<file path="config.mk">
export PLATFORM = sky130hd
export DESIGN_NAME = csr_core_regs
export DESIGN_NICKNAME = d
export VERILOG_FILES = /design/src/hdl/csr_pkg.sv /design/src/hdl/csr_core_regs.sv /design/src/hdl/csr_alu_flags.sv
export VERILOG_INCLUDE_DIRS = /design/src /design/src/hdl
export SDC_FILE = /design/constraint.sdc
export NUM_CORES = 1
export LEC_CHECK = 0
export BUFFER_PORTS_ARGS = -buffer_cell sky130_fd_sc_hd__buf_2
export CAP_MARGIN = 20
export CORE_AREA = 5 5 131 133
export CTS_BUF_LIST = sky130_fd_sc_hd__clkbuf_4 sky130_fd_sc_hd__clkbuf_8 sky130_fd_sc_hd__clkbuf_16
export CTS_CLUSTER_SIZE = 10
export DETAILED_ROUTE_END_ITERATION = 6
export DIE_AREA = 0 0 136 138
export HOLD_SLACK_MARGIN = 0.1
export PLACE_DENSITY = 0.76
export SETUP_SLACK_MARGIN = 0.02
export SLEW_MARGIN = 20
export SYNTH_ARGS = -nofsm -noshare
export SYNTH_HDL_FRONTEND = slang
export SYNTH_SLANG_ARGS = --single-unit
</file>
<file path="constraint.sdc">
create_clock -name CORE_CLK -period 19.5 [get_ports CORE_CLK]
set_input_delay 2.925 -clock CORE_CLK [delete_from_list [all_inputs] [get_ports CORE_CLK]]
set_output_delay 2.925 -clock CORE_CLK [all_outputs]
set_load 0.02 [all_outputs]
</file>
<file path="src/hdl/csr_defines.svh">
/*
 core special-function register constants: direct addresses, reset values,
 status word bit positions and bank geometry.
 assumes inclusion by bare name from design files.
*/
`ifndef CSR_DEFINES_SVH
`define CSR_DEFINES_SVH

// ==========================================================
// direct addresses
`define CSR_ADDR_STACK 8'h81
`define CSR_ADDR_DPL 8'h82
`define CSR_ADDR_DPH 8'h83
`define CSR_ADDR_PSW 8'hD0
`define CSR_ADDR_ACC 8'hE0
`define CSR_ADDR_SEC 8'hF0
`define CSR_SFR_SPACE_BIT 7

// ==========================================================
// reset values
`define CSR_RST_STACK 8'h07
`define CSR_RST_ZERO 8'h00

// ==========================================================
// status word bits
`define CSR_PSW_CY 7
`define CSR_PSW_AC 6
`define CSR_PSW_F0 5
`define CSR_PSW_RS_HI 4
`define CSR_PSW_RS_LO 3
`define CSR_PSW_OV 2
`define CSR_PSW_F1 1
`define CSR_PSW_PAR 0

// ==========================================================
// arithmetic constants
`define CSR_BANK_SHIFT 3
`define CSR_BYTE_MAX 16'h00FF
`define CSR_STACK_STEP 8'h01
`define CSR_DATA_POINTER_16_STEP 16'h0001

`endif

</file>
<file path="src/hdl/csr_pkg.sv">
/*
 types shared by the core register block.
 assumes nothing of its surroundings.
*/
package csr_pkg;
  // ==========================================================
  // arithmetic operation codes from the execution datapath
  typedef enum logic [2:0] {
    CSR_OP_NONE = 3'b000,
    CSR_OP_ADD  = 3'b001,
    CSR_OP_ADDC = 3'b010,
    CSR_OP_SUBB = 3'b011,
    CSR_OP_MUL  = 3'b100,
    CSR_OP_DIV  = 3'b101
  } csr_op_e;
endpackage

</file>
<file path="src/hdl/csr_core_regs.sv">
/*
 core special-function registers: data pointer, stack top pointer,
 primary and secondary arithmetic registers, program status word.
 assumes the execution datapath drives the control inputs synchronously,
 at most one direct write and one instruction update per register per cycle.
*/
`timescale 1ns/10ps
`include "csr_defines.svh"

module csr_core_regs
  import csr_pkg::*;
(
  // clock and reset
  input wire logic CORE_CLK,
  input wire logic RESETN,
  // direct byte access
  input wire logic [7:0] DIR_ADDR,
  input wire logic DIR_WR,
  input wire logic [7:0] DIR_WDATA,
  output logic [7:0] DIR_RDATA,
  output logic DIR_HIT,
  output logic DIR_RAM_SEL,
  // bit access
  input wire logic BIT_WR,
  input wire logic [2:0] BIT_SEL,
  input wire logic BIT_VAL,
  output logic BIT_RDATA,
  // arithmetic
  input wire csr_op_e ALU_OP,
  input wire logic [7:0] ALU_OPERAND,
  // accumulator load from datapath
  input wire logic ACC_LOAD,
  input wire logic [7:0] ACC_LOAD_DATA,
  // stack and pointer control
  input wire logic STACK_PUSH,
  input wire logic STACK_POP,
  input wire logic DATA_POINTER_16_INC,
  // state outputs
  output logic [15:0] DATA_POINTER_16,
  output logic [7:0] STACK_TOP_POINTER,
  output logic [7:0] STACK_WR_ADDR,
  output logic [7:0] PRIMARY_ARITH_REG,
  output logic [7:0] SECOND_ARITH_REG,
  output logic [7:0] PROGRAM_STATUS_WORD,
  output logic [4:0] BANK_BASE
);

  logic [7:0] dpl_r;
  logic [7:0] dph_r;
  logic [7:0] stack_r;
  logic [7:0] acc_r;
  logic [7:0] sec_r;
  logic [7:0] psw_r;
  logic [7:0] acc_nxt;
  logic [7:0] sec_nxt;
  logic [7:0] psw_nxt;
  logic [7:0] alu_acc;
  logic [7:0] alu_sec;
  logic alu_cy;
  logic alu_ac;
  logic alu_ov;
  logic alu_sec_wr;
  logic alu_active;
  logic [15:0] data_pointer_16_next;
  logic [7:0] bit_tgt;
  logic [1:0] bank_sel;
  logic stack_dir_wr;
  logic dpl_dir_wr;
  logic dph_dir_wr;
  logic acc_dir_wr;
  logic sec_dir_wr;
  logic psw_dir_wr;
  logic acc_bit_wr;
  logic psw_bit_wr;

  // decodes a write hit, direct or bit, on one register address
  function automatic logic wr_hit(input logic [7:0] a, input logic [7:0] target,
                                  input logic we);
    wr_hit = we && (a == target);
  endfunction

  // replaces one bit in a byte
  function automatic logic [7:0] set_bit(input logic [7:0] v, input logic [2:0] s,
                                         input logic b);
    logic [7:0] r;
    r = v;
    r[s] = b;
    set_bit = r;
  endfunction

  // ==========================================================
  // arithmetic unit
  csr_alu_flags u_alu (
    .op(ALU_OP),
    .acc_in(acc_r),
    .sec_in(sec_r),
    .operand(ALU_OPERAND),
    .carry_in(psw_r[`CSR_PSW_CY]),
    .acc_out(alu_acc),
    .sec_out(alu_sec),
    .cy_out(alu_cy),
    .ac_out(alu_ac),
    .ov_out(alu_ov),
    .writes_sec(alu_sec_wr)
  );

  assign alu_active = (ALU_OP != CSR_OP_NONE);

  // ==========================================================
  // write decode, one direct strobe per register, plus a bit strobe for the two bit-addressable ones
  assign stack_dir_wr = wr_hit(DIR_ADDR, `CSR_ADDR_STACK, DIR_WR);
  assign dpl_dir_wr = wr_hit(DIR_ADDR, `CSR_ADDR_DPL, DIR_WR);
  assign dph_dir_wr = wr_hit(DIR_ADDR, `CSR_ADDR_DPH, DIR_WR);
  assign acc_dir_wr = wr_hit(DIR_ADDR, `CSR_ADDR_ACC, DIR_WR);
  assign sec_dir_wr = wr_hit(DIR_ADDR, `CSR_ADDR_SEC, DIR_WR);
  assign psw_dir_wr = wr_hit(DIR_ADDR, `CSR_ADDR_PSW, DIR_WR);
  // bit writes reach only the two bit-addressable registers
  assign acc_bit_wr = wr_hit(DIR_ADDR, `CSR_ADDR_ACC, BIT_WR);
  assign psw_bit_wr = wr_hit(DIR_ADDR, `CSR_ADDR_PSW, BIT_WR);

  // ==========================================================
  // data pointer
  // low byte carry ripples into the high byte
  assign data_pointer_16_next = {dph_r, dpl_r} + `CSR_DATA_POINTER_16_STEP;

  always_ff @(posedge CORE_CLK or negedge RESETN) begin
    if (!RESETN) begin
      dpl_r <= `CSR_RST_ZERO;
    end else if (dpl_dir_wr) begin
      dpl_r <= DIR_WDATA;
    end else if (DATA_POINTER_16_INC) begin
      dpl_r <= data_pointer_16_next[7:0];
    end
  end

  always_ff @(posedge CORE_CLK or negedge RESETN) begin
    if (!RESETN) begin
      dph_r <= `CSR_RST_ZERO;
    end else if (dph_dir_wr) begin
      dph_r <= DIR_WDATA;
    end else if (DATA_POINTER_16_INC) begin
      dph_r <= data_pointer_16_next[15:8];
    end
  end

  assign DATA_POINTER_16 = {dph_r, dpl_r};

  // ==========================================================
  // stack top pointer
  // pre-increment stack
  always_ff @(posedge CORE_CLK or negedge RESETN) begin
    if (!RESETN) begin
      stack_r <= `CSR_RST_STACK;
    end else if (stack_dir_wr) begin
      stack_r <= DIR_WDATA;
    end else if (STACK_PUSH) begin
      stack_r <= stack_r + `CSR_STACK_STEP;
    end else if (STACK_POP) begin
      stack_r <= stack_r - `CSR_STACK_STEP;
    end
  end

  assign STACK_WR_ADDR = stack_r + `CSR_STACK_STEP;

  // ==========================================================
  // bit-addressable target selection
  // bit access decode
  always_comb begin
    unique case (DIR_ADDR)
      `CSR_ADDR_ACC: bit_tgt = acc_r;
      `CSR_ADDR_PSW: bit_tgt = psw_r;
      default: bit_tgt = `CSR_RST_ZERO;
    endcase
  end
  assign BIT_RDATA = bit_tgt[BIT_SEL];

  // ==========================================================
  // primary and secondary arithmetic registers
  // accumulator next value
  // priority: direct write, bit write, datapath load, arithmetic
  always_comb begin
    acc_nxt = acc_r;
    if (acc_dir_wr) begin
      acc_nxt = DIR_WDATA;
    end else if (acc_bit_wr) begin
      acc_nxt = set_bit(acc_r, BIT_SEL, BIT_VAL);
    end else if (ACC_LOAD) begin
      acc_nxt = ACC_LOAD_DATA;
    end else if (alu_active) begin
      acc_nxt = alu_acc;
    end
  end

  always_ff @(posedge CORE_CLK or negedge RESETN) begin
    if (!RESETN) begin
      acc_r <= `CSR_RST_ZERO;
    end else begin
      acc_r <= acc_nxt;
    end
  end

  always_comb begin
    sec_nxt = sec_r;
    if (sec_dir_wr) begin
      sec_nxt = DIR_WDATA;
    end else if (alu_sec_wr) begin
      sec_nxt = alu_sec;
    end
  end

  always_ff @(posedge CORE_CLK or negedge RESETN) begin
    if (!RESETN) begin
      sec_r <= `CSR_RST_ZERO;
    end else begin
      sec_r <= sec_nxt;
    end
  end

  // ==========================================================
  // program status word
  always_comb begin
    psw_nxt = psw_r;
    // a software write in the same cycle drops the arithmetic flags
    if (psw_dir_wr) begin
      psw_nxt = DIR_WDATA;
    end else if (psw_bit_wr) begin
      psw_nxt = set_bit(psw_r, BIT_SEL, BIT_VAL);
    end else if (alu_active) begin
      psw_nxt[`CSR_PSW_CY] = alu_cy;
      psw_nxt[`CSR_PSW_AC] = alu_ac;
      psw_nxt[`CSR_PSW_OV] = alu_ov;
    end
    psw_nxt[`CSR_PSW_PAR] = ^acc_nxt;
  end

  always_ff @(posedge CORE_CLK or negedge RESETN) begin
    if (!RESETN) begin
      psw_r <= `CSR_RST_ZERO;
    end else begin
      psw_r <= psw_nxt;
    end
  end

  assign bank_sel = psw_r[`CSR_PSW_RS_HI:`CSR_PSW_RS_LO];
  assign BANK_BASE = {bank_sel, 3'h0};

  // ==========================================================
  // direct read mux and space decode
  // function register space
  always_comb begin
    DIR_HIT = 1'b1;
    unique case (DIR_ADDR)
      `CSR_ADDR_STACK: DIR_RDATA = stack_r;
      `CSR_ADDR_DPL: DIR_RDATA = dpl_r;
      `CSR_ADDR_DPH: DIR_RDATA = dph_r;
      `CSR_ADDR_PSW: DIR_RDATA = psw_r;
      `CSR_ADDR_ACC: DIR_RDATA = acc_r;
      `CSR_ADDR_SEC: DIR_RDATA = sec_r;
      default: begin
        DIR_RDATA = `CSR_RST_ZERO;
        DIR_HIT = 1'b0;
      end
    endcase
  end
  assign DIR_RAM_SEL = !DIR_ADDR[`CSR_SFR_SPACE_BIT];

  // register state outputs
  assign STACK_TOP_POINTER = stack_r;
  assign PRIMARY_ARITH_REG = acc_r;
  assign SECOND_ARITH_REG = sec_r;
  assign PROGRAM_STATUS_WORD = psw_r;

endmodule

</file>
<file path="src/hdl/csr_alu_flags.sv">
/*
 combinational arithmetic unit: computes accumulator result, secondary
 result and carry, nibble-carry and overflow flags for one operation.
 assumes operands are stable for the cycle in which op is applied.
*/
`timescale 1ns/10ps
`include "csr_defines.svh"

module csr_alu_flags
  import csr_pkg::*;
(
  // operation
  input wire csr_op_e op,
  input wire logic [7:0] acc_in,
  input wire logic [7:0] sec_in,
  input wire logic [7:0] operand,
  input wire logic carry_in,
  // results
  output logic [7:0] acc_out,
  output logic [7:0] sec_out,
  output logic cy_out,
  output logic ac_out,
  output logic ov_out,
  output logic writes_sec
);

  logic [8:0] sum9;
  logic [4:0] nib5;
  logic [15:0] prod;
  logic ci;

  // arithmetic and flag computation per operation
  always_comb begin
    ci = (op == CSR_OP_ADDC || op == CSR_OP_SUBB) ? carry_in : 1'b0;
    sum9 = 9'h000;
    nib5 = 5'h00;
    prod = 16'h0000;
    acc_out = acc_in;
    sec_out = sec_in;
    cy_out = 1'b0;
    ac_out = 1'b0;
    ov_out = 1'b0;
    writes_sec = 1'b0;
    unique case (op)
      CSR_OP_ADD, CSR_OP_ADDC: begin
        sum9 = {1'b0, acc_in} + {1'b0, operand} + {8'h00, ci};
        nib5 = {1'b0, acc_in[3:0]} + {1'b0, operand[3:0]} + {4'h0, ci};
        acc_out = sum9[7:0];
        cy_out = sum9[8];
        ac_out = nib5[4];
        // signed overflow: like signs in, other sign out
        ov_out = (acc_in[7] == operand[7]) && (sum9[7] != acc_in[7]);
      end
      CSR_OP_SUBB: begin
        sum9 = {1'b0, acc_in} - {1'b0, operand} - {8'h00, ci};
        nib5 = {1'b0, acc_in[3:0]} - {1'b0, operand[3:0]} - {4'h0, ci};
        acc_out = sum9[7:0];
        cy_out = sum9[8];
        ac_out = nib5[4];
        ov_out = (acc_in[7] != operand[7]) && (sum9[7] != acc_in[7]);
      end
      CSR_OP_MUL: begin
        // carry and nibble carry stay at their cleared defaults
        prod = {8'h00, acc_in} * {8'h00, sec_in};
        acc_out = prod[7:0];
        sec_out = prod[15:8];
        writes_sec = 1'b1;
        ov_out = (prod > `CSR_BYTE_MAX);
      end
      CSR_OP_DIV: begin
        writes_sec = 1'b1;
        if (sec_in == `CSR_RST_ZERO) begin
          ov_out = 1'b1;
        end else begin
          acc_out = acc_in / sec_in;
          sec_out = acc_in % sec_in;
        end
      end
      default: begin
      end
    endcase
  end

endmodule

</file>
==> results_dict.tcl <==
set metrics [dict create \
    hold_path_end "PROGRAM_STATUS_WORD[1]" \
    ys_top_cells_by_area "ha_1 (15%), dfrtp_1 (13%), fa_1 (9.6%)" \
    ff2ff_setup_slack_ns 6.86 \
    vias 8615 \
    synthesis.area_um2 8570 \
    drt-total-wl_mm 27.8 \
    multi_input_area_um2 6800 \
    yosysTopAreaCell "ha_1" \
    cp_common_cell "ha_1" \
    diodes 0 \
    rows 46 \
    ios 119 \
    dieArea_um2 18800 \
    die_w_um 136 \
    drc 0 \
    clk_latency_ns 0.29 \
    wl_per_cell_um 20.1 \
    post_cts_buffers 0 \
    cp_data_arrival_time_ns 12.82 \
    status "finished, final reports clean" \
    hpwlAfterDp_mm 21.5 \
    synth_top_area_share_pct 14.7 \
    maxCapViolCount 0 \
    hold_start "PROGRAM_STATUS_WORD[1]" \
    initial_core_util_pct 54.6 \
    grtUsageTotal_pct 29.0 \
    fmax_ghz 0.0791 \
    ys_seq_elements 48 \
    cp.required_ns 19.67 \
    worst-setup-path-type "flop to flop" \
    die_h_um 138 \
    tns_ns 0 \
    crit_slowest_cell "or4_4" \
    final.min_clock_period_ns 12.64 \
    grt_pass1_vias 8056 \
    yosys_most_used_dff "dfrtp_1" \
    final_hold_viol_count 0 \
    avgSynthCellArea_um2 7.86 \
    ys_warn_count 0 \
    grt.overflow.total 0 \
    rsz0062_at_grt "no" \
    drive_gt1_share_pct 14.6 \
    hold_path.class "flop to flop" \
    hold_buffers 0 \
    slew_headroom_pct 33.2 \
    drt_iter0_drc 965 \
    synth.distinct_cells 78 \
    rr_worst_depth 46 \
    async_reset_ff_share_pct 100 \
    nNetsFinal 1356 \
    min_path_cells 1 \
    n_fill_cell 1472 \
    antenna_found_initial 0 \
    regArea_um2 1200 \
    cts.sinks 48 \
    grt_pass1_wl_mm 44.1 \
    yosysSeqAreaShare_pct 14.1 \
    portBuffers 115 \
    finClkSkew_ns 0.00279 \
    endpoint_kind "flop" \
    cts_buffer_depth 2 \
    clk_pin_slew_ns 0.07 \
    slowest_delay_ns 0.67 \
    finalCritPeriodShare_pct 64.8 \
    syn-instance-count 1091 \
    ant_nets 0 \
    place.gp.congestion 0.989 \
    synth_edf_count 0 \
    htreeDepth 2 \
    rr_endpoint "PROGRAM_STATUS_WORD[0]" \
    area_growth_pct 9.46 \
    r2r_start "SECOND_ARITH_REG[7]" \
    core_um2 15700 \
    grt_max_degree 49 \
    root_buffer "clkbuf_16" \
    viasPerCell 6.22 \
    tightestPinTransition_ns 1.00 \
    cp-start-kind "flop" \
    setup_viol 0 \
    path_max_fanout 15 \
    drtPass1Iterations 6 \
    finalMaxSlewViolations 0 \
    cts-buffers-inserted 5 \
    cts_tree "built" \
    ctsResizeCount 0 \
]
==> registers in the layout, summed over array words and instances, names as in the netlist <==
register             cells
dph_r                    8
PROGRAM_STATUS_WORD      8
dpl_r                    8
PRIMARY_ARITH_REG        8
STACK_TOP_POINTER        8
SECOND_ARITH_REG         8
==> through the flow <==
step	utilization, %	instance area [um2]	hold slack, ns	setup slack (ns)	std cells
after detailed placement	58.8	9230	0.544	7.04	1376
after floorplan	-	8580	0.521	8.30	1093
final	59.7	9380	0.585	6.86	1384
after CTS	59.7	9380	0.565	7.00	1384
after global placement	58.8	9230	0.532	7.38	1376
after global routing	59.7	9380	0.590	5.88	1384
==> cell usage in the layout, fill, tap and decap left out, types with 10 or more instances in the layout <==
cell type	instances
nand2_1	117
a31oi_1	10
nand2b_1	15
buf_2	115
nand3_1	25
and3_1	12
nor3_1	34
ha_1	101
nand3b_1	11
a22o_1	20
mux2i_1	13
mux2_2	16
o21a_1	11
xor2_1	36
a21o_1	10
inv_1	91
nor2_1	97
a21oi_1	64
dfrtp_1	45
o211ai_1	13
xnor2_1	35
fa_1	41
o21ai_0	63
nor2b_1	12
==> how the worst max path moves through the flow <==
| stage | from | end | slack, ns | cells after the start |
|---|---|---|---|---|
| after global placement | SECOND_ARITH_REG[7] | PROGRAM_STATUS_WORD[0] | 7.38 | 46 |
| after detailed placement | SECOND_ARITH_REG[7] | PROGRAM_STATUS_WORD[0] | 7.04 | 46 |
| after global routing | SECOND_ARITH_REG[7] | PROGRAM_STATUS_WORD[0] | 5.88 | 46 |
| after floorplan | SECOND_ARITH_REG[4] | PROGRAM_STATUS_WORD[0] | 8.30 | 48 |
| after CTS | SECOND_ARITH_REG[7] | PROGRAM_STATUS_WORD[0] | 7.00 | 46 |
| final | SECOND_ARITH_REG[7] | PROGRAM_STATUS_WORD[0] | 6.86 | 46 |
==> kinds of logic (layout without fill, tap and decap cells) <==
family          Yosys count  in the layout  share of synthesized area, %
fa+ha+maj               142            142                          24.3
buf+inv                 146            221                          6.82
simple gates            372            372                          20.7
other cells               1              3                        0.0437
mux                      33             33                          4.32
xor+xnor                 73             73                          7.78
compound gates          276            276                          22.0
flops                    48             48                          14.1
==> cells in the mapped netlist (all sizes together) (13+ instances only) <==
cell type  count
nor3          34
xnor2         35
nand2b        15
inv           92
dfrtp         45
xor2          36
o21ai         63
mux2i         13
nor2          97
ha           101
o211ai        13
nand3         25
a21oi         65
mux2          20
a22o          20
nand2        117
clkbuf        41
fa            41
==> worst max-delay path: cells and delay by family (launching register included) <==
kind | cells | cell delay [ns]
muxes | 4 | 1.60
xor gates and xnor gates | 1 | 0.38
DFF | 1 | 0.60
AOI/OAI and AO/OA | 24 | 5.56
and+or+nand+nor | 9 | 2.19
adders and majority gates | 7 | 2.10
buffers and inverters | 1 | 0.06
==> routing by layer <==
| layer | vias to the layer above | track usage (%) | share of wire, % |
|---|---|---|---|
| li1 | 3996 | - | - |
| met1 | 4040 | 42.5 | 43 |
| met2 | 498 | 44.7 | 43 |
| met3 | 81 | 2.94 | 11 |
| met4 | 0 | 9.66 | 3.5 |
| met5 | - | 0 | 0 |
==> area by class of cell <==
cell class	instances	share of cell area, %
clock buffers	5	1.33
clock inverters	3	0.253
inverters	93	3.72
multi-input cells	899	72.4
flip-flops and latches	48	12.8
well taps	216	2.88
repair buffers	120	6.53
Power is left out: the tool's default activity adds up to more than one toggle a clock period on the data nets, which glitch-free logic cannot reach.
